==> src/sslenc_pkg.sv <==
// Constants, register map and types of the safety status indicator encoder
package sslenc_pkg;

   // ----------------------------------------------------------------
   // Clock and timing
   // ----------------------------------------------------------------
   localparam int unsigned CLK_HZ            = 25000000;
   localparam int unsigned BLINK_HALF_MS     = 250;
   localparam int unsigned BLINK_HALF_CYCLES = (CLK_HZ / 1000) * BLINK_HALF_MS;
   localparam int unsigned ILOCK_QUIET_S     = 1;
   localparam int unsigned ILOCK_CYCLES      = ILOCK_QUIET_S * CLK_HZ;
   localparam int unsigned SEL_SETTLE_CYCLES = 4;

   // ----------------------------------------------------------------
   // Widths
   // ----------------------------------------------------------------
   localparam int unsigned NUM_IN    = 3;
   localparam int unsigned SEL_W     = 16;
   localparam int unsigned ADDR_W    = 4;
   localparam int unsigned DATA_W    = 32;

   // ----------------------------------------------------------------
   // Register map (byte addresses)
   // ----------------------------------------------------------------
   localparam logic [3:0] ADDR_CTRL     = 4'h0;
   localparam logic [3:0] ADDR_STATUS   = 4'h4;
   localparam logic [3:0] ADDR_SELECTOR = 4'h8;

   // Control fields
   localparam int unsigned CTRL_LAMP_TEST_BIT = 0;
   localparam logic        CTRL_LAMP_TEST_RST = 1'b0;

   // Status fields
   localparam int unsigned ST_ERR_LSB    = 0;
   localparam int unsigned ST_SYNC_BIT   = 4;
   localparam int unsigned ST_ILOCK_BIT  = 5;
   localparam int unsigned ST_SAFE_BIT   = 6;
   localparam int unsigned ST_SUPPLY_BIT = 7;
   localparam int unsigned ST_MASK_LSB   = 8;

   // ----------------------------------------------------------------
   // Latched error codes
   // ----------------------------------------------------------------
   typedef enum logic [3:0] {
      SSLENC_ERR_NONE    = 4'h0,
      SSLENC_ERR_CONFIG  = 4'h1,
      SSLENC_ERR_GENERAL = 4'h2,
      SSLENC_ERR_SUPPLY  = 4'h3,
      SSLENC_ERR_EXT_OUT = 4'h4,
      SSLENC_ERR_INST    = 4'h5,
      SSLENC_ERR_DLY     = 4'h6,
      SSLENC_ERR_START   = 4'h7,
      SSLENC_ERR_IN_XC   = 4'h8
   } sslenc_err_t;

   // Start condition codes
   localparam logic [1:0] START_NOT_MET = 2'h0;
   localparam logic [1:0] START_MET     = 2'h1;
   localparam logic [1:0] START_WAITING = 2'h2;

endpackage

==> src/sslenc_blink_if.sv <==
// Shared blink timebase carrier between divider and encoder
`timescale 1ns/1ps
`default_nettype none
interface sslenc_blink_if;
   logic phase;
   modport src (output phase);
   modport dst (input  phase);
endinterface
`default_nettype wire

==> src/sslenc_blink.sv <==
// Blink timebase divider producing one shared flash phase
`timescale 1ns/1ps
`default_nettype none
module sslenc_blink #(
   parameter int unsigned HALF_CYCLES = sslenc_pkg::BLINK_HALF_CYCLES
) (
   // Clock and reset
   input  wire logic      clk_i,
   input  wire logic      rst_i,
   // Timebase out
   sslenc_blink_if.src    blink
);

   logic [31:0] cnt_reg;
   logic        phase_reg;

   // ----------------------------------------------------------------
   // Divider
   // ----------------------------------------------------------------

   // Count one half period, then flip the phase
   always_ff @(posedge clk_i) begin
      if (rst_i) begin
         cnt_reg   <= 32'h0;
         phase_reg <= 1'b0;
      end else if (cnt_reg == 32'(HALF_CYCLES - 1)) begin
         cnt_reg   <= 32'h0;
         phase_reg <= ~phase_reg;
      end else begin
         cnt_reg <= cnt_reg + 32'h1;
      end
   end

   assign blink.phase = phase_reg;

endmodule
`default_nettype wire

==> src/sslenc_selmon.sv <==
// Selector monitor: power-up capture and change detection
`timescale 1ns/1ps
`default_nettype none
module sslenc_selmon (
   // Clock and reset
   input  wire logic                         clk_i,
   input  wire logic                         rst_i,
   // Selector pins
   input  wire logic [sslenc_pkg::SEL_W-1:0] sel_i,
   // Results
   output logic      [sslenc_pkg::SEL_W-1:0] sel_cap_o,
   output logic                              changed_o
);

   logic [sslenc_pkg::SEL_W-1:0] sync1_reg;
   logic [sslenc_pkg::SEL_W-1:0] sync2_reg;
   logic [sslenc_pkg::SEL_W-1:0] cap_reg;
   logic [2:0]                   settle_reg;
   logic                         armed_reg;
   logic                         changed_reg;

   // ----------------------------------------------------------------
   // Synchroniser
   // ----------------------------------------------------------------

   // Two stages before anything looks at the pins
   always_ff @(posedge clk_i) begin
      sync1_reg <= sel_i;
      sync2_reg <= sync1_reg;
   end

   // ----------------------------------------------------------------
   // Capture and compare
   // ----------------------------------------------------------------

   // Wait for the synchroniser to fill, then capture once
   always_ff @(posedge clk_i) begin
      if (rst_i) begin
         settle_reg <= 3'h0;
         armed_reg  <= 1'b0;
         cap_reg    <= '0;
      end else if (!armed_reg) begin
         if (settle_reg == 3'(sslenc_pkg::SEL_SETTLE_CYCLES - 1)) begin
            armed_reg <= 1'b1;
            cap_reg   <= sync2_reg;
         end else begin
            settle_reg <= settle_reg + 3'h1;
         end
      end
   end

   // Any later difference is a change under power
   always_ff @(posedge clk_i) begin
      if (rst_i) begin
         changed_reg <= 1'b0;
      end else begin
         changed_reg <= armed_reg && (sync2_reg != cap_reg);
      end
   end

   assign sel_cap_o = cap_reg;
   assign changed_o = changed_reg;

endmodule
`default_nettype wire

==> src/sslenc_top.sv <==
// Front-panel status indicator encoder of a safety relay module
//
// What this block does
// - First output indicator lit while instantaneous outputs active, dark otherwise.
// - Second output indicator lit while delayed outputs active, dark otherwise.
// - Start indicator dark not met, lit met, flashing while waiting.
// - Each input indicator follows its safety input terminal.
// - Alerts flash error indicator with affected input indicators.
// - Alerts force safe state; normal operation resumes once cause clears.
// - Synchronisation timeout: error flashes, paired input indicators flash in antiphase.
// - Interlock: flash error and both inputs in phase; release after quiet second.
// - Detected error latches safe state, error lit; only reset clears it.
// - General error: outputs, start and inputs flash together, error lit.
// - Supply fault: error lit, supply indicator flashes.
// - Instantaneous output fault: error lit, first output indicator flashes.
// - Delayed output fault: error lit, second output indicator flashes.
// - Start cross circuit: error lit, start indicator flashes.
// - Input pair cross circuit: error lit, two affected inputs flash together.
// - Supply indicator lit while powered, dark without supply.
// - Selector change under power raises configuration error; selectors sampled at power-up.
`timescale 1ns/1ps
`default_nettype none
module sslenc_top #(
   parameter int unsigned BLINK_HALF_CYCLES = sslenc_pkg::BLINK_HALF_CYCLES,
   parameter int unsigned ILOCK_CYCLES      = sslenc_pkg::ILOCK_CYCLES
) (
   // Clock and reset
   input  wire logic                          MCLK_I,
   input  wire logic                          SYS_RST_I,
   // Register port
   input  wire logic [sslenc_pkg::ADDR_W-1:0] REG_ADDR_I,
   input  wire logic [sslenc_pkg::DATA_W-1:0] REG_WDATA_I,
   input  wire logic                          REG_WR_I,
   input  wire logic                          REG_RD_I,
   output logic      [sslenc_pkg::DATA_W-1:0] REG_RDATA_O,
   // Pins from outside the clock domain
   input  wire logic                          SUPPLY_OK_I,
   input  wire logic [sslenc_pkg::SEL_W-1:0]  SELECTOR_I,
   // Safety state machine status
   input  wire logic                          INST_ACTIVE_I,
   input  wire logic                          DLY_ACTIVE_I,
   input  wire logic [1:0]                    START_STATE_I,
   input  wire logic [sslenc_pkg::NUM_IN-1:0] SAFETY_IN_I,
   // Alerts from safety state machine
   input  wire logic                          ALERT_SYNC_I,
   input  wire logic                          ALERT_ILOCK_I,
   input  wire logic [sslenc_pkg::NUM_IN-1:0] ALERT_MASK_I,
   // Detected error events
   input  wire logic                          ERR_GENERAL_I,
   input  wire logic                          ERR_SUPPLY_I,
   input  wire logic                          ERR_EXT_OUT_I,
   input  wire logic                          ERR_INST_OUT_I,
   input  wire logic                          ERR_DLY_OUT_I,
   input  wire logic                          ERR_START_XC_I,
   input  wire logic                          ERR_IN_XC_I,
   input  wire logic [sslenc_pkg::NUM_IN-1:0] ERR_IN_MASK_I,
   // Safe state request
   output logic                               SAFE_STATE_O,
   // Indicators
   output logic                               POWER_INDICATOR_O,
   output logic                               INSTANT_OUTPUT_INDICATOR_O,
   output logic                               DELAYED_OUTPUT_INDICATOR_O,
   output logic                               START_INDICATOR_O,
   output logic                               ERROR_INDICATOR_O,
   output logic      [sslenc_pkg::NUM_IN-1:0] INPUT_INDICATOR_O
);

   localparam int unsigned N = sslenc_pkg::NUM_IN;

   // ----------------------------------------------------------------
   // Functions
   // ----------------------------------------------------------------

   // Whether bit k is the lowest set bit of a mask
   function automatic logic lowest_bit(input logic [N-1:0] m, input int k);
      lowest_bit = |((m & (~m + N'(1))) & (N'(1) << k));
   endfunction

   // ----------------------------------------------------------------
   // Declarations
   // ----------------------------------------------------------------
   sslenc_blink_if blink_bus ();

   logic                         supply_s1_reg;
   logic                         supply_s2_reg;
   logic [sslenc_pkg::SEL_W-1:0] sel_cap;
   logic                         sel_changed;

   sslenc_pkg::sslenc_err_t      err_reg;
   sslenc_pkg::sslenc_err_t      err_next;
   logic [N-1:0]                 err_mask_reg;

   logic                         ilock_hold_reg;
   logic [N-1:0]                 ilock_mask_reg;
   logic [31:0]                  quiet_cnt_reg;
   logic                         quiet;

   logic                         lamp_test_reg;
   logic [sslenc_pkg::DATA_W-1:0] rdata_reg;
   logic [sslenc_pkg::DATA_W-1:0] status_word;

   logic                         led_pwr_next;
   logic                         led_inst_next;
   logic                         led_dly_next;
   logic                         led_start_next;
   logic                         led_err_next;
   logic [N-1:0]                 led_in_next;
   logic                         ph;
   logic                         alert_any;
   logic                         safe_next;

   logic                         led_pwr_reg;
   logic                         led_inst_reg;
   logic                         led_dly_reg;
   logic                         led_start_reg;
   logic                         led_err_reg;
   logic [N-1:0]                 led_in_reg;
   logic                         safe_reg;

   // ----------------------------------------------------------------
   // Submodules
   // ----------------------------------------------------------------

   // Shared flash phase for every indicator
   sslenc_blink #(
      .HALF_CYCLES (BLINK_HALF_CYCLES)
   ) u_blink (
      .clk_i       (MCLK_I),
      .rst_i       (SYS_RST_I),
      .blink       (blink_bus.src)
   );

   // Selector capture and change detection
   sslenc_selmon u_selmon (
      .clk_i       (MCLK_I),
      .rst_i       (SYS_RST_I),
      .sel_i       (SELECTOR_I),
      .sel_cap_o   (sel_cap),
      .changed_o   (sel_changed)
   );

   assign ph = blink_bus.phase;

   // ----------------------------------------------------------------
   // Supply pin synchroniser
   // ----------------------------------------------------------------

   // Two stages on the supply sense pin
   always_ff @(posedge MCLK_I) begin
      supply_s1_reg <= SUPPLY_OK_I;
      supply_s2_reg <= supply_s1_reg;
   end

   // ----------------------------------------------------------------
   // Detected error latch
   // ----------------------------------------------------------------

   // Pick the most severe error raised this cycle
   always_comb begin
      err_next = sslenc_pkg::SSLENC_ERR_NONE;
      if (sel_changed) begin
         err_next = sslenc_pkg::SSLENC_ERR_CONFIG;
      end else if (ERR_GENERAL_I) begin
         err_next = sslenc_pkg::SSLENC_ERR_GENERAL;
      end else if (ERR_SUPPLY_I) begin
         err_next = sslenc_pkg::SSLENC_ERR_SUPPLY;
      end else if (ERR_EXT_OUT_I) begin
         err_next = sslenc_pkg::SSLENC_ERR_EXT_OUT;
      end else if (ERR_INST_OUT_I) begin
         err_next = sslenc_pkg::SSLENC_ERR_INST;
      end else if (ERR_DLY_OUT_I) begin
         err_next = sslenc_pkg::SSLENC_ERR_DLY;
      end else if (ERR_START_XC_I) begin
         err_next = sslenc_pkg::SSLENC_ERR_START;
      end else if (ERR_IN_XC_I) begin
         err_next = sslenc_pkg::SSLENC_ERR_IN_XC;
      end
   end

   // First error sticks until the next reset
   always_ff @(posedge MCLK_I) begin
      if (SYS_RST_I) begin
         err_reg      <= sslenc_pkg::SSLENC_ERR_NONE;
         err_mask_reg <= '0;
      end else if (err_reg == sslenc_pkg::SSLENC_ERR_NONE &&
                   err_next != sslenc_pkg::SSLENC_ERR_NONE) begin
         err_reg      <= err_next;
         err_mask_reg <= ERR_IN_MASK_I;
      end
   end

   // ----------------------------------------------------------------
   // Interlock hold
   // ----------------------------------------------------------------

   // Affected inputs quiet and no new interlock alert
   assign quiet = !ALERT_ILOCK_I && ((SAFETY_IN_I & ilock_mask_reg) == '0);

   // Hold until affected inputs stay inactive for the full quiet time
   always_ff @(posedge MCLK_I) begin
      if (SYS_RST_I) begin
         ilock_hold_reg <= 1'b0;
         ilock_mask_reg <= '0;
         quiet_cnt_reg  <= 32'h0;
      end else if (ALERT_ILOCK_I) begin
         ilock_hold_reg <= 1'b1;
         ilock_mask_reg <= ALERT_MASK_I;
         quiet_cnt_reg  <= 32'h0;
      end else if (ilock_hold_reg) begin
         if (!quiet) begin
            quiet_cnt_reg <= 32'h0;
         end else if (quiet_cnt_reg == 32'(ILOCK_CYCLES - 1)) begin
            ilock_hold_reg <= 1'b0;
            quiet_cnt_reg  <= 32'h0;
         end else begin
            quiet_cnt_reg <= quiet_cnt_reg + 32'h1;
         end
      end
   end

   // ----------------------------------------------------------------
   // Safe state
   // ----------------------------------------------------------------

   // Alerts release on their own; latched errors do not
   assign alert_any = ALERT_SYNC_I || ALERT_ILOCK_I || ilock_hold_reg;
   assign safe_next = alert_any || (err_reg != sslenc_pkg::SSLENC_ERR_NONE);

   // ----------------------------------------------------------------
   // Indicator encoding
   // ----------------------------------------------------------------

   // Normal view, then alert patterns, then error patterns on top
   always_comb begin
      led_pwr_next   = supply_s2_reg;
      led_inst_next  = INST_ACTIVE_I;
      led_dly_next   = DLY_ACTIVE_I;
      led_in_next    = SAFETY_IN_I;
      led_err_next   = 1'b0;
      case (START_STATE_I)
         sslenc_pkg::START_MET:     led_start_next = 1'b1;
         sslenc_pkg::START_WAITING: led_start_next = ph;
         default:                   led_start_next = 1'b0;
      endcase
      if (ALERT_SYNC_I) begin
         led_err_next = ph;
         for (int i = 0; i < N; i++) begin
            if (ALERT_MASK_I[i]) begin
               led_in_next[i] = lowest_bit(ALERT_MASK_I, i) ? ph : ~ph;
            end
         end
      end else if (ALERT_ILOCK_I || ilock_hold_reg) begin
         led_err_next = ph;
         for (int i = 0; i < N; i++) begin
            if (ilock_mask_reg[i] || (ALERT_ILOCK_I && ALERT_MASK_I[i])) begin
               led_in_next[i] = ph;
            end
         end
      end
      if (err_reg != sslenc_pkg::SSLENC_ERR_NONE) begin
         led_err_next = 1'b1;
         case (err_reg)
            sslenc_pkg::SSLENC_ERR_GENERAL: begin
               led_inst_next  = ph;
               led_dly_next   = ph;
               led_start_next = ph;
               led_in_next    = {N{ph}};
            end
            sslenc_pkg::SSLENC_ERR_CONFIG: begin
               led_inst_next  = 1'b1;
               led_dly_next   = 1'b1;
               led_start_next = 1'b1;
               led_in_next    = {N{1'b1}};
            end
            sslenc_pkg::SSLENC_ERR_SUPPLY: begin
               led_pwr_next = supply_s2_reg & ph;
            end
            sslenc_pkg::SSLENC_ERR_INST: begin
               led_inst_next = ph;
            end
            sslenc_pkg::SSLENC_ERR_DLY: begin
               led_dly_next = ph;
            end
            sslenc_pkg::SSLENC_ERR_START: begin
               led_start_next = ph;
            end
            sslenc_pkg::SSLENC_ERR_EXT_OUT: begin
               led_inst_next  = ph;
               led_dly_next   = ph;
               led_start_next = ph;
            end
            sslenc_pkg::SSLENC_ERR_IN_XC: begin
               for (int i = 0; i < N; i++) begin
                  if (err_mask_reg[i]) begin
                     led_in_next[i] = ph;
                  end
               end
            end
            default: begin
               led_err_next = 1'b1;
            end
         endcase
      end
      if (lamp_test_reg) begin
         led_pwr_next   = supply_s2_reg;
         led_inst_next  = 1'b1;
         led_dly_next   = 1'b1;
         led_start_next = 1'b1;
         led_err_next   = 1'b1;
         led_in_next    = {N{1'b1}};
      end
   end

   // Register every indicator and the safe state request
   always_ff @(posedge MCLK_I) begin
      if (SYS_RST_I) begin
         led_pwr_reg   <= 1'b0;
         led_inst_reg  <= 1'b0;
         led_dly_reg   <= 1'b0;
         led_start_reg <= 1'b0;
         led_err_reg   <= 1'b0;
         led_in_reg    <= '0;
         safe_reg      <= 1'b1;
      end else begin
         led_pwr_reg   <= led_pwr_next;
         led_inst_reg  <= led_inst_next;
         led_dly_reg   <= led_dly_next;
         led_start_reg <= led_start_next;
         led_err_reg   <= led_err_next;
         led_in_reg    <= led_in_next;
         safe_reg      <= safe_next;
      end
   end

   // ----------------------------------------------------------------
   // Register port
   // ----------------------------------------------------------------

   // Control register write
   always_ff @(posedge MCLK_I) begin
      if (SYS_RST_I) begin
         lamp_test_reg <= sslenc_pkg::CTRL_LAMP_TEST_RST;
      end else if (REG_WR_I && REG_ADDR_I == sslenc_pkg::ADDR_CTRL) begin
         lamp_test_reg <= REG_WDATA_I[sslenc_pkg::CTRL_LAMP_TEST_BIT];
      end
   end

   // Status word layout
   always_comb begin
      status_word = '0;
      status_word[sslenc_pkg::ST_ERR_LSB +: 4]  = err_reg;
      status_word[sslenc_pkg::ST_SYNC_BIT]      = ALERT_SYNC_I;
      status_word[sslenc_pkg::ST_ILOCK_BIT]     = ilock_hold_reg;
      status_word[sslenc_pkg::ST_SAFE_BIT]      = safe_reg;
      status_word[sslenc_pkg::ST_SUPPLY_BIT]    = supply_s2_reg;
      status_word[sslenc_pkg::ST_MASK_LSB +: N] = ilock_hold_reg ? ilock_mask_reg : err_mask_reg;
   end

   // Read data one cycle after the strobe, zero otherwise
   always_ff @(posedge MCLK_I) begin
      if (SYS_RST_I || !REG_RD_I) begin
         rdata_reg <= '0;
      end else begin
         case (REG_ADDR_I)
            sslenc_pkg::ADDR_CTRL:     rdata_reg <= 32'(lamp_test_reg);
            sslenc_pkg::ADDR_STATUS:   rdata_reg <= status_word;
            sslenc_pkg::ADDR_SELECTOR: rdata_reg <= 32'(sel_cap);
            default:                   rdata_reg <= '0;
         endcase
      end
   end

   // ----------------------------------------------------------------
   // Outputs
   // ----------------------------------------------------------------
   assign REG_RDATA_O                = rdata_reg;
   assign SAFE_STATE_O               = safe_reg;
   assign POWER_INDICATOR_O          = led_pwr_reg;
   assign INSTANT_OUTPUT_INDICATOR_O = led_inst_reg;
   assign DELAYED_OUTPUT_INDICATOR_O = led_dly_reg;
   assign START_INDICATOR_O          = led_start_reg;
   assign ERROR_INDICATOR_O          = led_err_reg;
   assign INPUT_INDICATOR_O          = led_in_reg;

endmodule
`default_nettype wire

==> config.mk <==
export PLATFORM = sky130hd
export DESIGN_NAME = sslenc_top
export DESIGN_NICKNAME = d
export VERILOG_FILES = /design/src/sslenc_pkg.sv /design/src/sslenc_blink_if.sv /design/src/sslenc_blink.sv /design/src/sslenc_selmon.sv /design/src/sslenc_top.sv
export SDC_FILE = /design/constraint.sdc
export NUM_CORES = 1
export LEC_CHECK = 0
export ABC_CLOCK_PERIOD_IN_PS = 2200
export CORE_MARGIN = 3
export CORE_UTILIZATION = 57
export CTS_CLUSTER_SIZE = 12
export DETAILED_ROUTE_END_ITERATION = 12
export DONT_BUFFER_PORTS = 1
export PLACE_DENSITY = 0.75
export SETUP_SLACK_MARGIN = 0.02
export SLEW_MARGIN = 25
export SYNTH_ARGS = -nofsm -noshare
export SYNTH_HDL_FRONTEND = slang
export SYNTH_SLANG_ARGS = --single-unit
==> constraint.sdc <==
create_clock -name MCLK_I -period 2.2 [get_ports MCLK_I]
set_input_delay 0.44 -clock MCLK_I [delete_from_list [all_inputs] [get_ports MCLK_I]]
set_output_delay 0.44 -clock MCLK_I [all_outputs]
set_load 0.1 [all_outputs]
==> impl_metrics.tcl <==
set metrics [dict create \
    fin_area_um2 7490 \
    drive_gt1_frac 0.124 \
    cts_sinks 157 \
    routed_via_density 5.65 \
    r2r_slack_ns 0.12 \
    cts_made_buffers 17 \
    port_buffers 0 \
    crit_fanout 8 \
    cts_tree "yes" \
    routed_wl_um 13800 \
    cp.required_ns 2.52 \
    fin_util 0.682 \
    yosysWarnings 0 \
    synth_simple_gate_area_frac 0.241 \
    io_pins 120 \
    drt_iter0_drc 333 \
    crit_arrival_ns 2.40 \
    wl_per_cell_um 15.1 \
    layout_min_cycle_time_ns 2.08 \
    vias 5171 \
    synth_cells 734 \
    path_class "reg2reg" \
    critPathMaxStageDelay_ns 0.42 \
    yosysTopAreaCellShare 0.486 \
    ctsHoldBuffers 0 \
    finalMaxSlewViolations 0 \
    clockRootBuffer "clkbuf_16" \
    clockBufferDepth 2 \
    track_usage 0.219 \
    clk_latency_ns 0.43 \
    total_power_w 0.00696 \
    dieArea_um2 12700 \
    grt_max_degree 52 \
    crit_path_cell_trace "ha_2, or4bb_1, nor3_2, nand4_1, a21oi_4, clkbuf_16, nor2_1" \
    holdCritStartpoint "SELECTOR_I[12]" \
    ys_seq_area_frac 0.486 \
    layout_commonest_cell "dfxtp_1" \
    ys_ff_latch 157 \
    yosysTopAreaCell "dfxtp_1" \
    synthFlopType "dfxtp_1" \
    synthXorXnorAreaFrac 0.103 \
    whs_ns 0.0310 \
    critPathTopFamily "simple AND/OR/NAND/NOR gates" \
    relSlewSlack 0.470 \
    placed_area_um2 6790 \
    finalWorstSetupSlack_ns 0.118 \
    r2r-end "quiet_cnt_reg[30]" \
    firstDrtPassIters 5 \
    core_um2 11000 \
    overflow 0 \
    grt_pass1_wl_um 22600 \
    synth.area.top_cells "dfxtp_1 (49%), xnor2_1 (7.7%), nor2_1 (6.8%), nand2_1 (3.3%), a21oi_1 (2.9%)" \
    start_util 0.589 \
    die-height_um 113 \
    finalCritPeriodShare 0.946 \
    peakVddDrop_v 0.000836 \
    pre_cts_slack_ns 0.0728 \
    max_freq_ghz 0.480 \
    drv_cap 0 \
    synth_adder_area_share 0.0116 \
    rows 38 \
    ys_types 55 \
    synth_area_um2 6470 \
    antenna_left 0 \
    diodes 0 \
    skew_ns 0.00950 \
    cp-end-kind "flop" \
    path_clk_slew_ns 0.07 \
    power.density_nw_per_um2 930 \
    synth_top_family_by_area "simple AND/OR/NAND/NOR gates" \
    synth_edf_count 0 \
    synth_compound_area_frac 0.0849 \
    grt_pass1_vias 4896 \
    whs_path_depth 0 \
    flow.area_growth_from_synthesis_pct 15.9 \
    crit_buf_inv 1 \
    cellLeakagePower_nw 2.71 \
    startpoint_type "flop" \
    most-common-layout-cells "dfxtp_1 (154), nor2_1 (118), xnor2_1 (57), nand2_1 (56), buf_4 (41)" \
    syn_area_per_cell_um2 8.81 \
    route.detailed.drc 0 \
    reg2reg_from "quiet_cnt_reg[0]" \
    place_hpwl_um 9230 \
    htreeDepth 4 \
    synthMuxAreaShare 0.0209 \
    reg2reg_depth 7 \
    async_reset_ff_frac 0 \
    nets 848 \
    min_path_type "in2reg" \
    min_to "u_selmon.sync1_reg[12]" \
    cp_slowest_cell "or4bb_1" \
    tightest_slew_ns 0.789 \
    die_w_um 113 \
    status "completed" \
    hold_viol 0 \
    finalSetupViolations 0 \
    place_congestion 0.861 \
    antenna_found_initial 0 \
]
stage by stage:
stage	instances	TNS (ns)
final	916	0
after global routing	916	-0.00426
after CTS	911	0
after global placement	879	0
after floorplan	749	0
after detailed placement	879	0
timing repair:
item                       4_1_cts  5_1_grt
setup endpoints to repair        1       33
setup buffers                    0        2
pin swaps                        0        3
cloned                           0        3
gates resized for setup          1        8
metal layers:
layer  vias up  routed length (um)  track usage
li1       2554                   -            -
met1      2433                6080        0.272
met2       155                6790        0.361
met4         0                 245       0.0841
met5         -                   0            0
met3        29                 715       0.0625
logic make-up (layout without fill, tap and decap cells):
kind of cell	Yosys count	after routing
buf+inv	72	99
xor+xnor	76	76
flops	157	157
other cells	1	16
fa+ha+maj	6	6
simple gates	320	320
compound gates	89	89
mux	13	13
report_power, final:
part	switching, W	leakage [nW]	internal, W
logic	0.000615	1.13	0.000291
clock network	0.00130	0.295	0.00163
registers	0.000130	1.29	0.00300
total	0.00205	2.71	0.00492
cells in the mapped netlist, drive strengths merged (2+ instances only):
master,n
a211o,3
a211oi,3
a21oi,37
a22oi,12
a311oi,2
a31oi,3
and3,10
and4,6
buf,20
clkbuf,31
dfxtp,157
ha,6
inv,21
mux2,4
mux2i,9
nand2,56
nand2b,6
nand3,25
nand3b,3
nand4,22
nor2,118
nor2b,7
nor3,29
nor3b,2
nor4,10
nor4b,2
o21a,2
o21ai,13
o21bai,4
o22ai,2
o31ai,2
or3,11
or4,6
xnor2,57
xor2,19
layout make-up:
cell class | instances | area, um^2
Sequential cell | 157 | 3150
Clock buffer | 18 | 429
Tap cell | 140 | 175
Fill cell | 831 | 3490
Timing Repair Buffer | 46 | 409
Inverter | 21 | 78.8
Multi-Input combinational cell | 520 | 3090
Clock inverter | 14 | 168
how the worst max path moves through the flow:
| stage | slack, ns | cells past startpoint | from | to |
|---|---|---|---|---|
| 6_report | 0.12 | 7 | quiet_cnt_reg[0] | quiet_cnt_reg[30] |
| 4_1_cts | 0.1 | 7 | quiet_cnt_reg[0] | quiet_cnt_reg[31] |
| 3_3_place_gp | 0.15 | 5 | u_blink.cnt_reg[11] | u_blink.cnt_reg[27] |
| 2_1_floorplan | 0.12 | 7 | u_blink.cnt_reg[10] | u_blink.cnt_reg[27] |
| 3_5_place_dp | 0.07 | 5 | u_blink.cnt_reg[11] | u_blink.cnt_reg[31] |
| 5_1_grt | -0.004 | 7 | quiet_cnt_reg[0] | quiet_cnt_reg[29] |
No activity file was read; power rests on OpenSTA's default activity.
